--- src/core/lpmc_pkg.sv ---
// constants and types shared by the low-power mode controller
package lpmc_pkg;

  // apb geometry
  localparam int APB_AW = 8;
  localparam int APB_DW = 32;

  // printed indices of the status registers reached by external data moves
  localparam logic [APB_AW-1:0] HW_STATUS_IDX = 8'h0f;
  localparam logic [APB_AW-1:0] UART_STATUS_IDX = 8'h0e;

  // byte addresses, four times the index
  localparam logic [APB_AW-1:0] ADDR_CTRL = 8'h00;
  localparam logic [APB_AW-1:0] ADDR_IRQ_ENABLE = 8'h04;
  localparam logic [APB_AW-1:0] ADDR_UART_CTRL2 = 8'h08;
  localparam logic [APB_AW-1:0] ADDR_STATE = 8'h0c;
  localparam logic [APB_AW-1:0] ADDR_EVT_STATUS = 8'h10;
  localparam logic [APB_AW-1:0] ADDR_EVT_MASK = 8'h14;
  localparam logic [APB_AW-1:0] ADDR_UART_STATUS = 8'(UART_STATUS_IDX << 2);
  localparam logic [APB_AW-1:0] ADDR_HW_STATUS = 8'(HW_STATUS_IDX << 2);

  // control register fields
  localparam int CTRL_IDLE_BIT = 0;
  localparam int CTRL_PD_BIT = 1;

  // interrupt enable register fields
  localparam int IEN_EX0_BIT = 0;
  localparam int IEN_EX1_BIT = 2;
  localparam int IEN_SER_BIT = 4;
  localparam int IEN_ALL_BIT = 7;
  localparam logic [7:0] IEN_RESET = 8'h00;

  // second uart control register fields
  localparam int UCTL2_IRQ1_WAKE_BIT = 0;
  localparam int UCTL2_RX_WAKE_BIT = 1;
  localparam logic [1:0] UCTL2_RESET = 2'h0;

  // wake cause bits in the hardware and uart status registers
  localparam int HWST_IRQ0_BIT = 0;
  localparam int HWST_IRQ1_BIT = 1;
  localparam int HWST_RX_BIT = 2;
  localparam int UST_RX_WAKE_BIT = 0;

  // event bits, shared by status and mask
  localparam int EVT_IDLE_BIT = 0;
  localparam int EVT_PD_BIT = 1;
  localparam int EVT_WAKE_BIT = 2;
  localparam int EVT_W = 3;
  localparam logic [EVT_W-1:0] EVT_MASK_RESET = 3'h0;

  // oscillator restart time and its cycle count, rounded up
  localparam int CLK_PERIOD_PS = 8000;
  localparam int OSC_RESTART_NS = 10000;
  localparam int OSC_RESTART_CYC =
    (OSC_RESTART_NS * 1000 + CLK_PERIOD_PS - 1) / CLK_PERIOD_PS;
  localparam int DLY_W = 12;

  typedef enum logic [2:0] {
    LP_RUN,
    LP_IDLE_ARM,
    LP_IDLE,
    LP_PD_ARM,
    LP_PD,
    LP_WAKE
  } lpmc_state_e;

endpackage : lpmc_pkg

--- src/core/lpmc_top.sv ---
// low-power mode controller with apb register access
//
// Local design decisions: the placing of the registers and the APB slave port.
`timescale 1ns/10ps

// What this block does
// RULE_01 - core clock may stop; ram and sfr contents are kept.
// RULE_02 - idle halts instruction execution; peripherals keep running.
// RULE_03 - idle starts only after the requesting instruction retires.
// RULE_04 - processor state, ram and sfrs are frozen during idle.
// RULE_05 - idle ends on enabled interrupt or hardware reset like power-on.
// RULE_06 - power-down stops the oscillator after the requesting instruction.
// RULE_07 - power-down exits on reset, external interrupt or receive activity.
// RULE_08 - reset exit restores sfr reset values; ram keeps its contents.
// RULE_09 - interrupt exit keeps sfr and ram values from before power-down.
// RULE_10 - software enables interrupt-enable bits for each wake source first.
// RULE_11 - status registers report wake cause; a read clears the source.
// RULE_12 - irq1 wake from power-down needs the irq1 wake enable bit.
// RULE_13 - receive wake needs irq1 wake enable and receive wake enable.
// RULE_14 - a delay counter keeps wake requests low while oscillator restarts.
// RULE_15 - after return from interrupt, execution resumes after power-down.
// RULE_16 - oscillator input is divided by two before reaching internal logic.
// RULE_17 - core reset follows the chip-level reset.
// RULE_18 - write one to a request bit starts idle or power-down; wake clears.
module lpmc_top (
  // clock and reset
  input wire logic REF_CLK_I,
  input wire logic RST_I,
  // apb slave
  input wire logic PSEL_I,
  input wire logic PENABLE_I,
  input wire logic PWRITE_I,
  input wire logic [lpmc_pkg::APB_AW-1:0] PADDR_I,
  input wire logic [lpmc_pkg::APB_DW-1:0] PWDATA_I,
  output logic [lpmc_pkg::APB_DW-1:0] PRDATA_O,
  output logic PREADY_O,
  output logic PSLVERR_O,
  // core handshake
  input wire logic CPU_INSN_DONE_I,
  input wire logic CPU_IRQ_PENDING_I,
  // wake pins
  input wire logic EXT_IRQ0_PIN_N_I,
  input wire logic EXT_IRQ1_PIN_N_I,
  input wire logic RXD_I,
  // clocking and retention controls
  output logic OSC_EN_O,
  output logic CPU_CLK_EN_O,
  output logic PERIPH_CLK_EN_O,
  output logic STATE_HOLD_O,
  output logic CORE_RST_O,
  // interrupt requests towards the core
  output logic EXT_IRQ0_REQ_N_O,
  output logic EXT_IRQ1_REQ_N_O,
  output logic IRQ_O
);
  import lpmc_pkg::*;

  lpmc_state_e state_q;
  logic [1:0] irq0_sync_q;
  logic [1:0] irq1_sync_q;
  logic [1:0] rxd_sync_q;
  logic irq0_prev_q;
  logic irq1_prev_q;
  logic rxd_prev_q;
  logic div_q;
  logic [DLY_W-1:0] dly_q;
  logic hold0_q;
  logic hold1_q;
  logic idle_req_q;
  logic pd_req_q;
  logic [7:0] ien_q;
  logic [1:0] uctl2_q;
  logic [2:0] hwst_q;
  logic ust_q;
  logic [EVT_W-1:0] evt_q;
  logic [EVT_W-1:0] mask_q;
  logic [EVT_W-1:0] evt_set;
  logic fall0;
  logic fall1;
  logic fall_rx;
  logic wake0;
  logic wake1;
  logic wake_rx;
  logic pd_wake;
  logic idle_wake;
  logic wake_done;
  logic wr_en;
  logic rd_en;
  logic addr_ok;
  logic [APB_DW-1:0] rd_data;

  // returns one when the address maps to a register
  function automatic logic addr_valid(input logic [APB_AW-1:0] a);
    case (a)
      ADDR_CTRL, ADDR_IRQ_ENABLE, ADDR_UART_CTRL2, ADDR_STATE,
      ADDR_EVT_STATUS, ADDR_EVT_MASK, ADDR_UART_STATUS,
      ADDR_HW_STATUS: addr_valid = 1'b1;
      default: addr_valid = 1'b0;
    endcase
  endfunction : addr_valid

  // pins are asynchronous, two stages before any use
  always_ff @(posedge REF_CLK_I) begin
    if (RST_I) begin
      irq0_sync_q <= 2'h3;
      irq1_sync_q <= 2'h3;
      rxd_sync_q <= 2'h3;
      irq0_prev_q <= 1'b1;
      irq1_prev_q <= 1'b1;
      rxd_prev_q <= 1'b1;
    end else begin
      irq0_sync_q <= {irq0_sync_q[0], EXT_IRQ0_PIN_N_I};
      irq1_sync_q <= {irq1_sync_q[0], EXT_IRQ1_PIN_N_I};
      rxd_sync_q <= {rxd_sync_q[0], RXD_I};
      irq0_prev_q <= irq0_sync_q[1];
      irq1_prev_q <= irq1_sync_q[1];
      rxd_prev_q <= rxd_sync_q[1];
    end
  end

  // a single falling edge is enough to wake the device
  assign fall0 = irq0_prev_q & ~irq0_sync_q[1]; // [RULE_14]
  assign fall1 = irq1_prev_q & ~irq1_sync_q[1]; // [RULE_14]
  assign fall_rx = rxd_prev_q & ~rxd_sync_q[1]; // [RULE_14]

  // wake qualification; software must set the enable bits beforehand
  assign wake0 = fall0 & ien_q[IEN_ALL_BIT] & ien_q[IEN_EX0_BIT]; // [RULE_10]
  assign wake1 = fall1 & ien_q[IEN_ALL_BIT] & ien_q[IEN_EX1_BIT]
    & uctl2_q[UCTL2_IRQ1_WAKE_BIT]; // [RULE_12]
  assign wake_rx = fall_rx & ien_q[IEN_ALL_BIT] & ien_q[IEN_EX1_BIT]
    & uctl2_q[UCTL2_IRQ1_WAKE_BIT] & uctl2_q[UCTL2_RX_WAKE_BIT]; // [RULE_13]
  assign pd_wake = wake0 | wake1 | wake_rx; // [RULE_07]
  // any interrupt the core accepts ends idle
  assign idle_wake = CPU_IRQ_PENDING_I; // [RULE_05]
  assign wake_done = (state_q == LP_WAKE) && (dly_q == '0);

  // mode sequencer
  always_ff @(posedge REF_CLK_I) begin
    if (RST_I) begin
      state_q <= LP_RUN; // [RULE_05] [RULE_08]
    end else begin
      case (state_q)
        LP_RUN: begin
          if (pd_req_q) begin
            state_q <= LP_PD_ARM;
          end else if (idle_req_q) begin
            state_q <= LP_IDLE_ARM;
          end
        end
        // the requesting instruction retires before the halt
        LP_IDLE_ARM: begin
          if (CPU_INSN_DONE_I) begin
            state_q <= LP_IDLE; // [RULE_03]
          end
        end
        LP_IDLE: begin
          if (idle_wake) begin
            state_q <= LP_RUN; // [RULE_05]
          end
        end
        LP_PD_ARM: begin
          if (CPU_INSN_DONE_I) begin
            state_q <= LP_PD; // [RULE_06]
          end
        end
        LP_PD: begin
          if (pd_wake) begin
            state_q <= LP_WAKE; // [RULE_07]
          end
        end
        LP_WAKE: begin
          if (dly_q == '0) begin
            state_q <= LP_RUN; // [RULE_09] [RULE_15]
          end
        end
        default: state_q <= LP_RUN;
      endcase
    end
  end

  // restart delay; requests stay low until the oscillator is stable
  always_ff @(posedge REF_CLK_I) begin
    if (RST_I) begin
      dly_q <= '0;
      hold0_q <= 1'b0;
      hold1_q <= 1'b0;
    end else if (state_q == LP_PD && pd_wake) begin
      dly_q <= DLY_W'(OSC_RESTART_CYC - 1); // [RULE_14]
      hold0_q <= wake0;
      hold1_q <= wake1 | wake_rx;
    end else if (state_q == LP_WAKE && dly_q != '0) begin
      dly_q <= dly_q - DLY_W'(1);
    end else if (state_q == LP_RUN && CPU_IRQ_PENDING_I) begin
      // released once the core has accepted the request
      hold0_q <= 1'b0;
      hold1_q <= 1'b0;
    end
  end

  // interrupt request lines: pin level, or forced low by the hold
  always_ff @(posedge REF_CLK_I) begin
    if (RST_I) begin
      EXT_IRQ0_REQ_N_O <= 1'b1;
      EXT_IRQ1_REQ_N_O <= 1'b1;
    end else begin
      EXT_IRQ0_REQ_N_O <= irq0_sync_q[1] & ~hold0_q; // [RULE_14]
      EXT_IRQ1_REQ_N_O <= irq1_sync_q[1] & ~hold1_q; // [RULE_14]
    end
  end

  // divide by two: internal logic sees half the input rate
  always_ff @(posedge REF_CLK_I) begin
    if (RST_I) begin
      div_q <= 1'b0;
    end else if (state_q == LP_PD || state_q == LP_WAKE) begin
      div_q <= 1'b0;
    end else begin
      div_q <= ~div_q; // [RULE_16]
    end
  end

  // clock gating and state freezing
  always_ff @(posedge REF_CLK_I) begin
    if (RST_I) begin
      OSC_EN_O <= 1'b1;
      CPU_CLK_EN_O <= 1'b0;
      PERIPH_CLK_EN_O <= 1'b0;
      STATE_HOLD_O <= 1'b0;
    end else begin
      // oscillator off only in power-down proper
      OSC_EN_O <= (state_q != LP_PD); // [RULE_06]
      CPU_CLK_EN_O <= ~div_q && (state_q == LP_RUN ||
        state_q == LP_IDLE_ARM || state_q == LP_PD_ARM); // [RULE_02]
      PERIPH_CLK_EN_O <= ~div_q && state_q != LP_PD &&
        state_q != LP_WAKE; // [RULE_02]
      // static core: a stopped clock keeps ram and sfr contents
      STATE_HOLD_O <= (state_q == LP_IDLE || state_q == LP_PD ||
        state_q == LP_WAKE); // [RULE_01] [RULE_04] [RULE_09]
    end
  end

  // core reset tracks chip reset; ram has no reset, only sfrs do
  always_ff @(posedge REF_CLK_I) begin
    if (RST_I) begin
      CORE_RST_O <= 1'b1; // [RULE_17] [RULE_08]
    end else begin
      CORE_RST_O <= 1'b0;
    end
  end

  // apb decode
  assign addr_ok = addr_valid(PADDR_I);
  assign wr_en = PSEL_I & PENABLE_I & PREADY_O & PWRITE_I & addr_ok;
  assign rd_en = PSEL_I & PENABLE_I & PREADY_O & ~PWRITE_I & addr_ok;

  // request bits: write one sets, wake clears
  always_ff @(posedge REF_CLK_I) begin
    if (RST_I) begin
      idle_req_q <= 1'b0;
      pd_req_q <= 1'b0;
    end else begin
      if (wr_en && PADDR_I == ADDR_CTRL && PWDATA_I[CTRL_IDLE_BIT]) begin
        idle_req_q <= 1'b1; // [RULE_18]
      end else if (state_q == LP_IDLE && idle_wake) begin
        idle_req_q <= 1'b0; // [RULE_18]
      end
      if (wr_en && PADDR_I == ADDR_CTRL && PWDATA_I[CTRL_PD_BIT]) begin
        pd_req_q <= 1'b1; // [RULE_18]
      end else if (wake_done) begin
        pd_req_q <= 1'b0; // [RULE_18]
      end
    end
  end

  // configuration registers
  always_ff @(posedge REF_CLK_I) begin
    if (RST_I) begin
      ien_q <= IEN_RESET;
      uctl2_q <= UCTL2_RESET;
      mask_q <= EVT_MASK_RESET;
    end else if (wr_en) begin
      case (PADDR_I)
        ADDR_IRQ_ENABLE: ien_q <= PWDATA_I[7:0];
        ADDR_UART_CTRL2: uctl2_q <= PWDATA_I[1:0];
        ADDR_EVT_MASK: mask_q <= PWDATA_I[EVT_W-1:0];
        default: ;
      endcase
    end
  end

  // wake cause, cleared by reading; a new cause in the same cycle wins
  always_ff @(posedge REF_CLK_I) begin
    if (RST_I) begin
      hwst_q <= '0;
      ust_q <= 1'b0;
    end else begin
      if (state_q == LP_PD) begin
        hwst_q[HWST_IRQ0_BIT] <= wake0 |
          (hwst_q[HWST_IRQ0_BIT] & ~(rd_en && PADDR_I == ADDR_HW_STATUS));
        hwst_q[HWST_IRQ1_BIT] <= wake1 |
          (hwst_q[HWST_IRQ1_BIT] & ~(rd_en && PADDR_I == ADDR_HW_STATUS));
        hwst_q[HWST_RX_BIT] <= wake_rx |
          (hwst_q[HWST_RX_BIT] & ~(rd_en && PADDR_I == ADDR_HW_STATUS));
        ust_q <= wake_rx |
          (ust_q & ~(rd_en && PADDR_I == ADDR_UART_STATUS));
      end else begin
        if (rd_en && PADDR_I == ADDR_HW_STATUS) begin
          hwst_q <= '0; // [RULE_11]
        end
        if (rd_en && PADDR_I == ADDR_UART_STATUS) begin
          ust_q <= 1'b0; // [RULE_11]
        end
      end
    end
  end

  // event status: set wins over write-one-clear
  assign evt_set[EVT_IDLE_BIT] = (state_q == LP_IDLE_ARM) & CPU_INSN_DONE_I;
  assign evt_set[EVT_PD_BIT] = (state_q == LP_PD_ARM) & CPU_INSN_DONE_I;
  assign evt_set[EVT_WAKE_BIT] = wake_done;

  always_ff @(posedge REF_CLK_I) begin
    if (RST_I) begin
      evt_q <= '0;
    end else if (wr_en && PADDR_I == ADDR_EVT_STATUS) begin
      evt_q <= evt_set | (evt_q & ~PWDATA_I[EVT_W-1:0]);
    end else begin
      evt_q <= evt_set | evt_q;
    end
  end

  always_ff @(posedge REF_CLK_I) begin
    if (RST_I) begin
      IRQ_O <= 1'b0;
    end else begin
      IRQ_O <= |(evt_q & mask_q);
    end
  end

  // read mux
  always_comb begin
    rd_data = '0;
    case (PADDR_I)
      ADDR_CTRL: rd_data = {30'h0, pd_req_q, idle_req_q};
      ADDR_IRQ_ENABLE: rd_data = {24'h0, ien_q};
      ADDR_UART_CTRL2: rd_data = {30'h0, uctl2_q};
      ADDR_STATE: rd_data = {29'h0, state_q};
      ADDR_EVT_STATUS: rd_data = {29'h0, evt_q};
      ADDR_EVT_MASK: rd_data = {29'h0, mask_q};
      ADDR_UART_STATUS: rd_data = {31'h0, ust_q}; // [RULE_11]
      ADDR_HW_STATUS: rd_data = {29'h0, hwst_q}; // [RULE_11]
      default: rd_data = '0;
    endcase
  end

  // no wait state: ready in the first access cycle
  always_ff @(posedge REF_CLK_I) begin
    if (RST_I) begin
      PREADY_O <= 1'b0;
      PSLVERR_O <= 1'b0;
      PRDATA_O <= '0;
    end else if (PSEL_I && !PENABLE_I && !PREADY_O) begin
      PREADY_O <= 1'b1;
      PSLVERR_O <= ~addr_ok;
      PRDATA_O <= PWRITE_I ? '0 : rd_data;
    end else begin
      PREADY_O <= 1'b0;
      PSLVERR_O <= 1'b0;
    end
  end

endmodule : lpmc_top

--- config.mk ---
export PLATFORM = sky130hd
export DESIGN_NAME = lpmc_top
export DESIGN_NICKNAME = d
export VERILOG_FILES = /design/src/core/lpmc_pkg.sv /design/src/core/lpmc_top.sv
export SDC_FILE = /design/constraint.sdc
export NUM_CORES = 1
export LEC_CHECK = 0
export ABC_AREA = 1
export BUFFER_PORTS_ARGS = -buffer_cell sky130_fd_sc_hd__clkbuf_2
export CELL_PAD_IN_SITES_DETAIL_PLACEMENT = 1
export CELL_PAD_IN_SITES_GLOBAL_PLACEMENT = 1
export CORE_MARGIN = 5
export CORE_UTILIZATION = 36
export CTS_CLUSTER_DIAMETER = 120
export DETAILED_ROUTE_END_ITERATION = 6
export HOLD_SLACK_MARGIN = 0.05
export PLACE_DENSITY_LB_ADDON = 0.1
export SYNTH_ARGS = -nofsm -noshare
export SYNTH_HDL_FRONTEND = slang
export SYNTH_SLANG_ARGS = --single-unit
--- constraint.sdc ---
create_clock -name REF_CLK_I -period 2.1 [get_ports REF_CLK_I]
set_input_delay 0.105 -clock REF_CLK_I [delete_from_list [all_inputs] [get_ports REF_CLK_I]]
set_output_delay 0.105 -clock REF_CLK_I [all_outputs]
set_load 0.02 [all_outputs]
==> summary.md <==
| Metric | Value |
|---|---|
| Chip width | 105.2 microns |
| Worst Reg-to-Reg Cells | 12 |
| First-pass GRT wire length | 14,580 microns |
| Core Util, Final | 0.4375 |
| Sink Count | 67 |
| Avg Synthesized Cell Area | 7.119 sq um |
| Setup crit end kind | register |
| Placed insts | 603 |
| Share of the yosys chip area belonging to registers | 0.4114 |
| DIE HEIGHT | 105.2 microns |
| CTS resizes | 0 |
| FP Rows | 34 |
| # port buffers | 43 |
| Final antenna diode count | 0 |
| Yosys warnings | 0 |
| Static Leak | 0.001741 uW |
| Fillers | 1,151 |
| RR Endpoint | dly_q[7]$_SDFFE_PP0P_ |
| Non-filler cells, final | 627 |
| Hold endpoint | evt_q[1]$_SDFF_PP0_ |
| Nets | 566 |
| Via count | 3,007 |
| Fmax | 0.5784 GHz |
| CP Max Fanout | 13 |
| Area Growth Syn to Fin | 17.57% |
| Final GP Congestion | 0.8015 |
| Most common cell after layout, fill and taps aside | nand2_1 |
| Max-cap viol count | 0 |
| Core footprint | 8763 sq um |
| All-layer global routing usage | 0.1602 |
| Clk buf depth | 2 |
| Per-cell routed wire length | 13.81 microns |
| Pwr per Cell Area | 855.3 nW/um^2 |
| Number of global-route vias before repair | 3,044 |
| Busiest grt layer | met2 |
| Post-route ant nets | 0 |
| Share of cells above drive strength 1 | 0.1946 |
| Max VDD drop | 0.4380 mV |
| Slew Viols, Final | 0 |
| Most frequent cells in the layout | nand2_1, dfxtp_1, nor2_1 |
| Hold Slack | 0.08876 ns |
| TritonCTS Buffers | 9 |
| Period Utilization, post-route | 0.8233 |
| Drt pass-1 iters | 4 |
| Hold Path Cell Cnt | 3 |
| Met1 Use GR | 0.2024 |
| Final hold vios | 0 |
| GR Layer Usage met3 | 0.04316 |
| Post-Synthesis Cells | 458 |
| Initial core utilization | 0.3721 |
| HP Start | CPU_INSN_DONE_I |
| Required time at the worst-slack endpoint | 2.34 ns |
| Largest net degree at the start of global routing | 46 |
| Post-DP HPWL | 6603 microns |
| Worst skew pair latency | 0.34 ns |
| H-Tree Depth | 3 |
| R2r startpoint | dly_q[0]$_SDFFE_PP0P_ |
| WL final | 8656 microns |
| Reg clk slew, reported paths | 0.07 ns |
| Post-synthesis cell type count | 35 |
| Clk_skew | 0.01320 ns |
| Met2 GRT Util | 0.2743 |
| Reg2Reg Setup Slack | 0.37 ns |
| Fin Setup TNS | 0 ns |
| Grt ovf | 0 |
| CTS tree | built |
| Data arrival, critical path | 1.97 ns |
| Final setup violation count | 0 |
| CTS root buffer | clkbuf_8 |
| Flops & latches, synth | 67 |
| Drt via density | 4.796 |
| Top Ports | 92 |
| Status | complete, no violations |
| Tmin final | 1.729 ns |
| Initial antenna violation count | 0 |
| # DRC | 0 |
| WS Path Type | reg2reg |
| RSZ-0062 raised after global routing | no |
| DRT iter0 DRCs | 66 |
| Crit path launch type | register |
| Hold WC Path Type | in2reg |
| Mapped cell area | 3261 sq um |
| Die Area | 11,060 sq um |
| Postcts setup bufs | 0 |
Yosys cell counts:
cell | number | area [sq um]
conb_1 | 1 | 3.750
o21ai_2 | 1 | 8.760
a31oi_1 | 1 | 6.260
nor2_1 | 47 | 176.4
clkinv_1 | 1 | 3.750
nand2_4 | 1 | 11.26
buf_4 | 24 | 180.2
nor3_4 | 1 | 16.27
a211oi_1 | 3 | 22.52
nand3_4 | 1 | 17.52
nor2_4 | 2 | 22.52
inv_2 | 7 | 26.28
nor3_1 | 9 | 45.04
clkbuf_1 | 8 | 30.03
o21ai_1 | 1 | 5.000
dfxtp_1 | 67 | 1341
nand3_1 | 28 | 140.1
buf_6 | 2 | 22.52
nand3b_1 | 3 | 22.52
o211ai_1 | 1 | 7.510
nand3_2 | 1 | 10.01
nor3_2 | 2 | 20.02
nand2_1 | 111 | 416.7
inv_1 | 40 | 150.1
a21oi_1 | 35 | 175.2
o22ai_1 | 1 | 6.260
nand4_1 | 23 | 143.9
nor2_2 | 7 | 43.79
or2_2 | 9 | 56.30
xnor2_1 | 1 | 8.760
buf_2 | 1 | 5.000
o21ai_0 | 9 | 45.04
ha_1 | 1 | 12.51
xor2_1 | 3 | 26.28
nand2_2 | 5 | 31.28
what timing repair did:
action | CTS | global route
endpoints found under the setup margin | 0 | 0
hold endpoints to repair | 9 | 0
hold buffers | 9 | 0
sequential cells by signal, indices dropped and copies added (netlist names), 2 cells and up:
register and cells:
PRDATA_O 8, mask_q 3, irq1_sync_q 2, rxd_sync_q 2, hwst_q 3, irq0_sync_q 2
dly_q 12, state_q 3, uctl2_q 2, ien_q 8, evt_q 3
where the power goes:
group / switching, uW / total (uW) / internal (uW)
sequential: 67.1 / 1410 / 1340
combinational: 394 / 575 / 181
clock: 512 / 1300 / 786
worst max path at each step:
stage                                      from                      end  slack [ns]  cells after the start
after CTS                 dly_q[0]$_SDFFE_PP0P_  state_q[1]$_SDFFE_PP0P_        0.35                      9
after detailed placement  dly_q[0]$_SDFFE_PP0P_    dly_q[6]$_SDFFE_PP0P_        0.38                     12
after global placement    dly_q[0]$_SDFFE_PP0P_    dly_q[6]$_SDFFE_PP0P_        0.42                     12
final                     dly_q[0]$_SDFFE_PP0P_    dly_q[7]$_SDFFE_PP0P_        0.37                     12
after global routing      dly_q[0]$_SDFFE_PP0P_    dly_q[7]$_SDFFE_PP0P_        0.16                     12
after floorplan           dly_q[0]$_SDFFE_PP0P_    dly_q[7]$_SDFFE_PP0P_        0.60                     12
cell families after synthesis:
logic type	synth area share
flops	0.4114
fa+ha+maj	0.003837
buf+inv	0.1282
other cells	0.001150
compound gates	0.08481
simple gates	0.3599
xor+xnor	0.01075
metrics by stage:
stage	total power (uW)	area [sq um]	setup slack [ns]
after floorplan	1853	3347	0.5960
after global placement	1977	3505	0.4150
after detailed placement	1996	3505	0.3825
after CTS	3332	3834	0.3496
after global routing	3470	3834	0.1596
final	3279	3834	0.3711
cell type report:
class                           count  area, sq um  area share
Inverter                           48        180.2     0.04700
Multi-Input combinational cell    331         1588      0.4142
Timing Repair Buffer               58        350.3     0.09138
Clock buffer                        9        123.9     0.03231
Clock inverter                      6        115.1     0.03003
Tap cell                          108        135.1     0.03525
Sequential cell                    67         1341      0.3499
worst max-delay path: stages (launching register included):
cell and delay [ns]:
dfxtp_1 0.40, inv_1 0.09, ha_1 0.25, nand2_1 0.11, nor2_1 0.08, nand2_1 0.10, nand2_4 0.10, inv_2 0.20
nand2_1 0.08, nand2_1 0.06, nand3_1 0.06, nand2_1 0.07, inv_1 0.04
layer usage:
layer  share of wire  vias to the layer above
met5               0                        -
met4          0.0053                        0
met3           0.037                        6
met2            0.48                       42
met1            0.48                     1416
li1                -                     1543
(Power assumes the default switching activity.)
